`src/core/wtr_defs.svh`:
```
// register offsets, field positions, reset values and counts
// assumes a 50 MHz system clock and a 128 kHz oscillator pin
`ifndef WTR_DEFS_SVH
`define WTR_DEFS_SVH

// ----------------------------------------------------------------
// register byte offsets on the bus
// ----------------------------------------------------------------
`define WTR_ADR_STATUS 4'h0
`define WTR_ADR_SYSCTL 4'h4
`define WTR_ADR_WDCSR 4'h8

// ----------------------------------------------------------------
// field positions
// ----------------------------------------------------------------
`define WTR_POWER_ON_RESET_FLAG_BIT 0
`define WTR_WATCHDOG_RESET_FLAG_BIT 3
`define WTR_RESET_PIN_DISABLE_BIT 3
`define WTR_IF_BIT 7
`define WTR_IE_BIT 6
`define WTR_P3_BIT 5
`define WTR_CE_BIT 4
`define WTR_RE_BIT 3

// ----------------------------------------------------------------
// reset values and counts
// ----------------------------------------------------------------
`define WTR_PSEL_RST 4'h0
`define WTR_WIN_LAST 3'h3
`define WTR_LONG_CYC 21'h000800
`define WTR_SHORT_CYC 21'h000400
`define WTR_SHORT_CODE 4'hA
`define WTR_RSVD_CODE 4'hE

`endif

```
`src/core/wtr_pkg.sv`:
```
// types and decode helpers shared by the watchdog design
// assumes wtr_defs.svh on the include path
package wtr_pkg;
  `include "wtr_defs.svh"

  // ----------------------------------------------------------------
  // watchdog modes, gray coded along stop-int-both-reset
  // ----------------------------------------------------------------
  typedef enum logic [1:0] {
    MODE_STOP = 2'h0,
    MODE_INTR = 2'h1,
    MODE_BOTH = 2'h3,
    MODE_RSTM = 2'h2
  } wtr_mode_type;

  // change window state
  typedef enum logic {WIN_SHUT = 1'b0, WIN_OPEN = 1'b1} wtr_win_type;

  // register selected by an address
  typedef enum logic [1:0] {
    SEL_NONE = 2'h0,
    SEL_STAT = 2'h1,
    SEL_SYS = 2'h3,
    SEL_WDC = 2'h2
  } wtr_sel_type;

  // address decode, used for reads and writes
  function automatic wtr_sel_type wtr_decode(input logic [3:0] adr);
    wtr_sel_type s;
    s = SEL_NONE;
    if (adr == `WTR_ADR_STATUS) s = SEL_STAT;
    if (adr == `WTR_ADR_SYSCTL) s = SEL_SYS;
    if (adr == `WTR_ADR_WDCSR) s = SEL_WDC;
    return s;
  endfunction : wtr_decode

  // time-out length minus one, in oscillator cycles
  function automatic logic [19:0] wtr_limit(input logic [3:0] code);
    logic [20:0] n;
    n = `WTR_LONG_CYC;
    if (code < `WTR_SHORT_CODE) n = `WTR_LONG_CYC << code;
    else if (code < `WTR_RSVD_CODE)
      n = `WTR_SHORT_CYC >> (code - `WTR_SHORT_CODE);
    n = n - 21'h000001;
    return n[19:0];
  endfunction : wtr_limit
endpackage : wtr_pkg

```
`src/core/wtr_if.sv`:
```
// bundles between the watchdog top and its two helpers
// assumes wtr_pkg compiled first
`timescale 1ns/10ps
`default_nettype none

// ----------------------------------------------------------------
// register access from the bus slave
// ----------------------------------------------------------------
interface wtr_reg_if import wtr_pkg::*; ();
  logic wr;
  wtr_sel_type sel;
  logic [7:0] wdata;
  logic [7:0] stat_rd;
  logic [7:0] sys_rd;
  logic [7:0] wdc_rd;
  modport bus(output wr, sel, wdata, input stat_rd, sys_rd, wdc_rd);
  modport regs(input wr, sel, wdata, output stat_rd, sys_rd, wdc_rd);
endinterface : wtr_reg_if

// ----------------------------------------------------------------
// counter control and time-out event
// ----------------------------------------------------------------
interface wtr_cnt_if;
  logic restart;
  logic run;
  logic [3:0] psel;
  logic timeout;
  modport ctl(output restart, run, psel, input timeout);
  modport cnt(input restart, run, psel, output timeout);
endinterface : wtr_cnt_if

`default_nettype wire

```
`src/core/wtr_top.sv`:
```
// watchdog timer with reset cause flags and reset pin disable
// assumes wishbone master on CLK, oscillator and fuse as raw pins
`timescale 1ns/10ps
`default_nettype none

// Notes on behaviour
// - power-on reset flag set by power-on, cleared only by writing zero
// - reset pin disable zero keeps external reset, one frees the pin
// - counter advances on rising edges of the 128 kHz oscillator
// - reaching the selected limit gives interrupt or reset per mode
// - restart clears the counter; software restarts before expiry
// - interrupt mode: expiry raises interrupt, no reset, wakes sleep
// - reset mode: expiry issues a system reset
// - combined mode: first expiry interrupts, next one resets
// - always-on fuse forces reset mode, enable one, irq enable zero
// - within four cycles one write sets reset enable and prescaler
// - time-out selectable from about 1 ms to 8 s
// - interrupt flag bit 7 set on expiry in interrupt operation
// - interrupt flag clears when its vector executes
// - writing one clears the interrupt flag, zero leaves it
// - interrupt taken only with global and watchdog enables set
// - control bit layout as given; all reset zero, reset enable open
// - watchdog reset flag forces reset enable to one
// - change enable clears itself four cycles after being set
// - codes 0-9 give 2048..1048576 cycles, 10-13 give 1024..128
// - combined mode vector clears interrupt enable and flag
module wtr_top
  import wtr_pkg::*;
(
  input wire logic CLK,
  input wire logic RST_N,
  input wire logic WB_CYC_I,
  input wire logic WB_STB_I,
  input wire logic WB_WE_I,
  input wire logic [3:0] WB_ADR_I,
  input wire logic [3:0] WB_SEL_I,
  input wire logic [31:0] WB_DAT_I,
  output logic [31:0] WB_DAT_O,
  output logic WB_ACK_O,
  input wire logic WD_OSC,
  input wire logic ALWAYS_ON_FUSE,
  input wire logic PSW_GIE,
  input wire logic RESTART_REQ,
  input wire logic VEC_ACK,
  output logic IRQ,
  output logic WAKE,
  output logic SYS_RST_REQ,
  output logic EXT_RESET_EN
);
  // ----------------------------------------------------------------
  // declarations
  // ----------------------------------------------------------------
  logic rst_meta_q;
  logic rst_n_q;
  logic fuse_m_q;
  logic fuse_q;
  logic power_on_reset_flag_q;
  logic watchdog_reset_flag_q;
  logic reset_pin_disable_q;
  logic interrupt_flag_bit_q;
  logic interrupt_enable_bit_q;
  logic reset_enable_bit_q;
  logic [3:0] prescaler_field_q;
  wtr_win_type win_q;
  logic [2:0] win_cnt_q;
  logic irq_q;
  logic wake_q;
  logic sys_rst_q;
  logic ext_en_q;
  logic wr_stat;
  logic wr_sys;
  logic wr_wdc;
  logic win_open;
  logic open_req;
  logic apply;
  logic wde_eff;
  logic to_irq;
  logic to_rst;
  wtr_mode_type mode;

  wtr_reg_if r ();
  wtr_cnt_if c ();

  // ----------------------------------------------------------------
  // reset release and fuse sampling
  // ----------------------------------------------------------------
  always_ff @(posedge CLK or negedge RST_N) begin
    if (!RST_N) begin
      rst_meta_q <= 1'b0;
      rst_n_q <= 1'b0;
    end else begin
      rst_meta_q <= 1'b1;
      rst_n_q <= rst_meta_q;
    end
  end

  // fuse is a raw pin, two flops before use
  always_ff @(posedge CLK or negedge rst_n_q) begin
    if (!rst_n_q) begin
      fuse_m_q <= 1'b0;
      fuse_q <= 1'b0;
    end else begin
      fuse_m_q <= ALWAYS_ON_FUSE;
      fuse_q <= fuse_m_q;
    end
  end

  // ----------------------------------------------------------------
  // helpers
  // ----------------------------------------------------------------
  wtr_wb_slave u_bus (
    .clk(CLK),
    .rst_n(rst_n_q),
    .cyc(WB_CYC_I),
    .stb(WB_STB_I),
    .we(WB_WE_I),
    .adr(WB_ADR_I),
    .sel(WB_SEL_I),
    .dat_i(WB_DAT_I),
    .dat_o(WB_DAT_O),
    .ack(WB_ACK_O),
    .r(r.bus)
  );

  wtr_counter u_cnt (
    .clk(CLK),
    .rst_n(rst_n_q),
    .osc(WD_OSC),
    .c(c.cnt)
  );

  // ----------------------------------------------------------------
  // write strobes and mode
  // ----------------------------------------------------------------
  assign wr_stat = r.wr && r.sel == SEL_STAT;
  assign wr_sys = r.wr && r.sel == SEL_SYS;
  assign wr_wdc = r.wr && r.sel == SEL_WDC;
  assign win_open = win_q == WIN_OPEN;
  assign open_req = wr_wdc && r.wdata[`WTR_CE_BIT]
    && r.wdata[`WTR_RE_BIT] && !win_open;
  assign apply = wr_wdc && win_open && !r.wdata[`WTR_CE_BIT];
  assign wde_eff = reset_enable_bit_q || watchdog_reset_flag_q
    || fuse_q;

  // mode from fuse and enables
  always_comb begin
    if (fuse_q) mode = MODE_RSTM;
    else if (wde_eff && interrupt_enable_bit_q) mode = MODE_BOTH;
    else if (wde_eff) mode = MODE_RSTM;
    else if (interrupt_enable_bit_q) mode = MODE_INTR;
    else mode = MODE_STOP;
  end

  // action taken on expiry
  always_comb begin
    to_irq = 1'b0;
    to_rst = 1'b0;
    unique case (mode)
      MODE_STOP: to_irq = 1'b0;
      MODE_INTR: to_irq = c.timeout;
      MODE_BOTH: begin
        to_irq = c.timeout && !interrupt_flag_bit_q;
        to_rst = c.timeout && interrupt_flag_bit_q;
      end
      MODE_RSTM: to_rst = c.timeout;
    endcase
  end

  // counter control
  assign c.restart = RESTART_REQ || to_rst;
  assign c.run = mode != MODE_STOP;
  assign c.psel = prescaler_field_q;

  // ----------------------------------------------------------------
  // reset cause and system control registers
  // ----------------------------------------------------------------
  always_ff @(posedge CLK or negedge rst_n_q) begin
    if (!rst_n_q) power_on_reset_flag_q <= 1'b1;
    else if (wr_stat && !r.wdata[`WTR_POWER_ON_RESET_FLAG_BIT])
      power_on_reset_flag_q <= 1'b0;
  end

  // watchdog reset cause, set wins over clear
  always_ff @(posedge CLK or negedge rst_n_q) begin
    if (!rst_n_q) watchdog_reset_flag_q <= 1'b0;
    else if (to_rst) watchdog_reset_flag_q <= 1'b1;
    else if (wr_stat && !r.wdata[`WTR_WATCHDOG_RESET_FLAG_BIT])
      watchdog_reset_flag_q <= 1'b0;
  end

  // reset pin disable
  always_ff @(posedge CLK or negedge rst_n_q) begin
    if (!rst_n_q) reset_pin_disable_q <= 1'b0;
    else if (wr_sys) reset_pin_disable_q <= r.wdata[`WTR_RESET_PIN_DISABLE_BIT];
  end

  // ----------------------------------------------------------------
  // change window, self clearing after four cycles
  // ----------------------------------------------------------------
  always_ff @(posedge CLK or negedge rst_n_q) begin
    if (!rst_n_q) begin
      win_q <= WIN_SHUT;
      win_cnt_q <= 3'h0;
    end else begin
      unique case (win_q)
        WIN_SHUT: if (open_req) begin
          win_q <= WIN_OPEN;
          win_cnt_q <= `WTR_WIN_LAST;
        end
        WIN_OPEN: begin
          if (apply || win_cnt_q == 3'h0) win_q <= WIN_SHUT;
          win_cnt_q <= win_cnt_q - 3'h1;
        end
      endcase
    end
  end

  // ----------------------------------------------------------------
  // watchdog control fields
  // ----------------------------------------------------------------
  always_ff @(posedge CLK or negedge rst_n_q) begin
    if (!rst_n_q) reset_enable_bit_q <= 1'b0;
    else if (fuse_q) reset_enable_bit_q <= 1'b1;
    else if (wr_wdc && r.wdata[`WTR_RE_BIT]) reset_enable_bit_q <= 1'b1;
    else if (apply && !watchdog_reset_flag_q)
      reset_enable_bit_q <= 1'b0;
  end

  // prescaler only moves inside the window
  always_ff @(posedge CLK or negedge rst_n_q) begin
    if (!rst_n_q) prescaler_field_q <= `WTR_PSEL_RST;
    else if (apply)
      prescaler_field_q <= {r.wdata[`WTR_P3_BIT], r.wdata[2:0]};
  end

  // interrupt enable, dropped by the vector in combined mode
  always_ff @(posedge CLK or negedge rst_n_q) begin
    if (!rst_n_q) interrupt_enable_bit_q <= 1'b0;
    else if (fuse_q) interrupt_enable_bit_q <= 1'b0;
    else if (wr_wdc)
      interrupt_enable_bit_q <= r.wdata[`WTR_IE_BIT];
    else if (VEC_ACK && mode == MODE_BOTH)
      interrupt_enable_bit_q <= 1'b0;
  end

  // interrupt flag, set wins over both clears
  always_ff @(posedge CLK or negedge rst_n_q) begin
    if (!rst_n_q) interrupt_flag_bit_q <= 1'b0;
    else if (to_irq) interrupt_flag_bit_q <= 1'b1;
    else if (VEC_ACK) interrupt_flag_bit_q <= 1'b0;
    else if (wr_wdc && r.wdata[`WTR_IF_BIT])
      interrupt_flag_bit_q <= 1'b0;
  end

  // ----------------------------------------------------------------
  // outputs and read back
  // ----------------------------------------------------------------
  always_ff @(posedge CLK or negedge rst_n_q) begin
    if (!rst_n_q) begin
      irq_q <= 1'b0;
      wake_q <= 1'b0;
      sys_rst_q <= 1'b0;
      ext_en_q <= 1'b1;
    end else begin
      irq_q <= interrupt_flag_bit_q && interrupt_enable_bit_q
        && PSW_GIE;
      wake_q <= interrupt_flag_bit_q && interrupt_enable_bit_q;
      sys_rst_q <= to_rst;
      ext_en_q <= !reset_pin_disable_q;
    end
  end
  assign IRQ = irq_q;
  assign WAKE = wake_q;
  assign SYS_RST_REQ = sys_rst_q;
  assign EXT_RESET_EN = ext_en_q;

  assign r.stat_rd = {4'h0, watchdog_reset_flag_q, 2'h0,
    power_on_reset_flag_q};
  assign r.sys_rd = {4'h0, reset_pin_disable_q, 3'h0};
  assign r.wdc_rd = {interrupt_flag_bit_q, interrupt_enable_bit_q,
    prescaler_field_q[3], win_open, wde_eff, prescaler_field_q[2:0]};
endmodule : wtr_top

`default_nettype wire

```
`src/core/wtr_wb_slave.sv`:
```
// classic wishbone slave for the watchdog byte registers
// assumes one clock, registered ack, data in the low byte lane
`timescale 1ns/10ps
`default_nettype none

module wtr_wb_slave
  import wtr_pkg::*;
(
  input wire logic clk,
  input wire logic rst_n,
  input wire logic cyc,
  input wire logic stb,
  input wire logic we,
  input wire logic [3:0] adr,
  input wire logic [3:0] sel,
  input wire logic [31:0] dat_i,
  output logic [31:0] dat_o,
  output logic ack,
  wtr_reg_if.bus r
);
  logic ack_q;
  logic [31:0] dat_q;
  logic take;

  // ----------------------------------------------------------------
  // request decode, write strobe on the acking edge
  // ----------------------------------------------------------------
  assign take = cyc && stb && !ack_q;
  assign r.sel = wtr_decode(adr);
  assign r.wdata = dat_i[7:0];
  assign r.wr = take && we && sel[0];
  assign ack = ack_q;
  assign dat_o = dat_q;

  // ack one cycle after the request, dropped the cycle after
  always_ff @(posedge clk or negedge rst_n) begin
    if (!rst_n) ack_q <= 1'b0;
    else ack_q <= take;
  end

  // read data, unmapped reads answer zero
  always_ff @(posedge clk or negedge rst_n) begin
    if (!rst_n) begin
      dat_q <= 32'h00000000;
    end else if (take) begin
      unique case (wtr_decode(adr))
        SEL_STAT: dat_q <= {24'h000000, r.stat_rd};
        SEL_SYS: dat_q <= {24'h000000, r.sys_rd};
        SEL_WDC: dat_q <= {24'h000000, r.wdc_rd};
        SEL_NONE: dat_q <= 32'h00000000;
      endcase
    end
  end
endmodule : wtr_wb_slave

`default_nettype wire

```
`src/core/wtr_counter.sv`:
```
// watchdog counter advanced by the sampled 128 kHz oscillator
// assumes osc is a free pin, much slower than clk
`timescale 1ns/10ps
`default_nettype none

module wtr_counter
  import wtr_pkg::*;
(
  input wire logic clk,
  input wire logic rst_n,
  input wire logic osc,
  wtr_cnt_if.cnt c
);
  logic osc_m_q;
  logic osc_s_q;
  logic osc_d_q;
  logic tick;
  logic [19:0] cnt_q;
  logic [19:0] lim;
  logic to_q;

  // ----------------------------------------------------------------
  // oscillator sampling, two flops then edge detect
  // ----------------------------------------------------------------
  always_ff @(posedge clk or negedge rst_n) begin
    if (!rst_n) begin
      osc_m_q <= 1'b0;
      osc_s_q <= 1'b0;
      osc_d_q <= 1'b0;
    end else begin
      osc_m_q <= osc;
      osc_s_q <= osc_m_q;
      osc_d_q <= osc_s_q;
    end
  end
  assign tick = osc_s_q && !osc_d_q;
  assign lim = wtr_limit(c.psel);

  // count oscillator cycles, clear on restart or expiry
  always_ff @(posedge clk or negedge rst_n) begin
    if (!rst_n) cnt_q <= 20'h00000;
    else if (c.restart || !c.run) cnt_q <= 20'h00000;
    else if (tick && cnt_q >= lim) cnt_q <= 20'h00000;
    else if (tick) cnt_q <= cnt_q + 20'h00001;
  end

  // one-cycle expiry event
  always_ff @(posedge clk or negedge rst_n) begin
    if (!rst_n) to_q <= 1'b0;
    else to_q <= c.run && !c.restart && tick && cnt_q >= lim;
  end
  assign c.timeout = to_q;
endmodule : wtr_counter

`default_nettype wire

```
`config.mk`:
```
export PLATFORM = sky130hd
export DESIGN_NAME = wtr_top
export DESIGN_NICKNAME = d
export VERILOG_FILES = /design/src/core/wtr_pkg.sv /design/src/core/wtr_if.sv /design/src/core/wtr_top.sv /design/src/core/wtr_wb_slave.sv /design/src/core/wtr_counter.sv
export VERILOG_INCLUDE_DIRS = /design/src /design/src/core
export SDC_FILE = /design/constraint.sdc
export NUM_CORES = 1
export LEC_CHECK = 0
export ABC_AREA = 0
export BUFFER_PORTS_ARGS = -buffer_cell sky130_fd_sc_hd__buf_2
export CAP_MARGIN = 10
export CORE_ASPECT_RATIO = 0.75
export CORE_MARGIN = 2
export CORE_UTILIZATION = 45
export CTS_BUF_LIST = sky130_fd_sc_hd__clkbuf_8
export DETAILED_ROUTE_END_ITERATION = 8
export GPL_TIMING_DRIVEN = 0
export HOLD_SLACK_MARGIN = 0.1
export PLACE_DENSITY_LB_ADDON = 0.08
export SLEW_MARGIN = 20
export SYNTH_ARGS = -nofsm -noshare
export SYNTH_HDL_FRONTEND = slang
export SYNTH_SLANG_ARGS = --single-unit
```
`constraint.sdc`:
```
create_clock -name CLK -period 2 [get_ports CLK]
set_clock_uncertainty 0.05 [all_clocks]
set_input_delay 0.1 -clock CLK [delete_from_list [all_inputs] [get_ports CLK]]
set_output_delay 0.1 -clock CLK [all_outputs]
set_load 0.05 [all_outputs]
```
==> metrics.cfg <==
[cts]
clockBufferDepth=2
path_clk_slew_ns=0.11
clock_sinks=55
cts_tree=yes
clock-root-buffer=clkbuf_8
insertion_delay_ns=0.33
cts-buffers-inserted=5
cts.htree.levels=2

[synthesis]
synthesis.area_um2=3730
synth_edf_count=0
yosys_warnings=0
synthArstFlopShare_pct=100
synth-main-ff-cell=dfrtp_1
avgSynthCellArea_um2=8.89
synth.distinct_cells=68
ys_seq_elements=55
ys_seq_area_share_pct=36.9
netlist_instances=420

[drt]
drc=0
num_vias=3470
drtIter0Drc=237
drt-pass1-iter-count=5
antenna_left=0
wirelength_um=9890
viasPerCell=5.50
routedWlPerCell_um=15.7

[cells_and_area]
antenna_cells=0
regArea_um2=1390
layout-drive-gt1-share_pct=28.5
mostFrequentLayoutCells=dfrtp_1 (50), nand2_1 (49), buf_4 (43), buf_2 (38), nand3_1 (27)
multiInputGateArea_um2=2280
final_util_pct=60.9
final_common_cell=dfrtp_1
area_growth_pct=29.7
fill_cells=687
nNetsFinal=600

[pwr]
power.static_leakage_nw=2.31
ir_worst_vdd_mv=0.425
power_density_nw_per_um2=486

[timing]
min_period_ns=3.87
period_share_pct=193
timing.final.ws_setup_ns=-1.87
max_freq_mhz=258
finalSetupViolCount=21
worst_pin_slew_ns=0.712
rsz0062_at_grt=true
hold_viol_final=0
slew_viol_final=0
tns_ns=-37.97
whs_ns=0.100
relSlewSlack_pct=52.3

[placement]
portBuffers=35
place.gp.congestion=0.884
dp_hpwl_um=6780

[worst_setup_path]
slowest_delay_ns=0.42
crit_slowest_cell=dfrtp_1
critPathLaunchType=flop
critPathKind=reg -> reg
crit_path_end_kind=flop
cp_max_fo=7
crit_arrival_ns=4.08
required_ns=2.21
crit_path_cell_trace=buf_8 > inv_8 > ha_4 > and2_4 > a32o_2 > a211o_4 > a21oi_4 > and3_4 > a41oi_2 > ha_1 > nand4_1 > buf_4 > nor3_4 > a2111oi_4 > o211a_4 > buf_6 > a31oi_1 > mux2i_1

[global_route]
grt.total_usage_pct=23.2
grt_pass1_wl_um=16600
grt_pass1_vias=3324
use_met3_pct=3.77
grt_overflow=0
grt_use_met1_pct=36.0
antenna_found_initial=0
grt_max_degree=54
grt.met2_usage_pct=33.7
busiest_layer=met1

[min_path]
hp-class=in -> reg

[run_status]
outcome=finished with violations
violations=setup timing

[floorplanning]
die_w_um=109
dieHeight_um=82.9
initial_core_util_pct=46.9
dieArea_um2=9050
io_pins=87
rows=28
core_um2=7950

[run]
drv_cap=0

## cell families (layout without fill, tap and decap cells)
group | after synthesis | after routing | share of synthesized area, %
AOI/OAI and AO/OA | 102 | 102 | 19.3
xor gates and xnor gates | 4 | 4 | 0.939
adders and majority gates | 25 | 25 | 8.38
buffers and inverters | 62 | 145 | 9.08
DFF | 55 | 55 | 36.9
muxes | 12 | 12 | 3.79
other | 2 | 25 | 0.201
and+or+nand+nor | 158 | 158 | 21.4
## worst max-delay path, delay by kind of cell (launching register included)
| kind | cells | cell delay [ns] |
|---|---|---|
| AOI/OAI and AO/OA | 7 | 1.50 |
| adders and majority gates | 2 | 0.59 |
| muxes | 1 | 0.18 |
| buffers and inverters | 4 | 0.49 |
| and+or+nand+nor | 4 | 0.57 |
| DFF | 1 | 0.42 |
## stage by stage
stage	cells	power [W]	cell area, um2	setup WS, ns
floorplan	443	0.00145	3900	-1.61
global placement	583	0.00152	4210	-2.17
finish	631	0.00235	4840	-1.87
detailed placement	583	0.00153	4210	-2.24
CTS	625	0.00238	4740	-1.79
global route	631	0.00247	4840	-1.99
## area by class of cell
cell class,instances,area share [%]
inverters,23,2.09
clock inverters,3,1.03
flip-flops and latches,55,28.6
clock buffers,5,1.42
multi-input cells,326,47.1
plain buffers,38,5.84
repair buffers,76,11.1
well taps,105,2.71
## final timing paths
kind / cells after the start / slack [ns] / endpoint / start
setup / recovery: 18 / -1.87 / u_cnt.cnt_q[15]$_DFFE_PN0P_ / c.psel[1]$_DFFE_PN0P_
hold / removal: 3 / 0.10 / win_open$_DFF_PN0_ / WB_DAT_I[4]
setup reg to reg: 18 / -1.87 / u_cnt.cnt_q[15]$_DFFE_PN0P_ / c.psel[1]$_DFFE_PN0P_
hold reg to reg: 0 / 0.32 / rst_n_q$_DFF_PN0_ / rst_meta_q$_DFF_PN0_
max in group asynchronous: 0 / 1.03 / c.psel[2]$_DFFE_PN0P_ / rst_n_q$_DFF_PN0_
min in group asynchronous: 0 / 0.35 / u_cnt.cnt_q[17]$_DFFE_PN0P_ / rst_n_q$_DFF_PN0_
## sequential cells by signal, indices dropped and copies added (netlist names), 3 cells and up
register / flops
c.psel: 4
u_bus.dat_o: 8
u_cnt.cnt_q: 20
win_cnt_q: 3
## power breakdown
group          switching (W)  internal [W]  total (W)  leakage (nW)
registers          0.0000383       0.00115    0.00119         0.727
logic               0.000228      0.000128   0.000357          1.52
clock network       0.000420      0.000387   0.000807        0.0607
## routing by layer
| layer | share of wire, % | vias to the layer above |
|---|---|---|
| met5 | 0 | - |
| met4 | 1.1 | 0 |
| met3 | 5.3 | 12 |
| met2 | 43 | 103 |
| met1 | 51 | 1670 |
| li1 | - | 1685 |
## timing repair
action                                 in CTS  in global routing
setup buffers                              13                  6
setup endpoints to repair                  30                 26
gates resized for setup                    32                  9
pin swaps                                  16                  9
endpoints found under the hold margin      17                  0
cloned                                      3                  0
hold buffers                               19                  0
## cell usage after synthesis (7+ instances only)
cell type | number | share of area [%]
a21oi_1 | 21 | 2.8
a31oi_1 | 11 | 1.8
and3_1 | 7 | 1.2
buf_4 | 27 | 5.4
clkbuf_1 | 7 | 0.70
dfrtp_1 | 53 | 36
ha_1 | 25 | 8.4
inv_1 | 22 | 2.2
mux2i_1 | 7 | 1.9
nand2_1 | 50 | 5.0
nand3_1 | 28 | 3.8
nand4_1 | 10 | 1.7
nor2_1 | 25 | 2.5
nor3_1 | 9 | 1.2
o21ai_0 | 18 | 2.4
No activity file was read; power rests on OpenSTA's default activity.
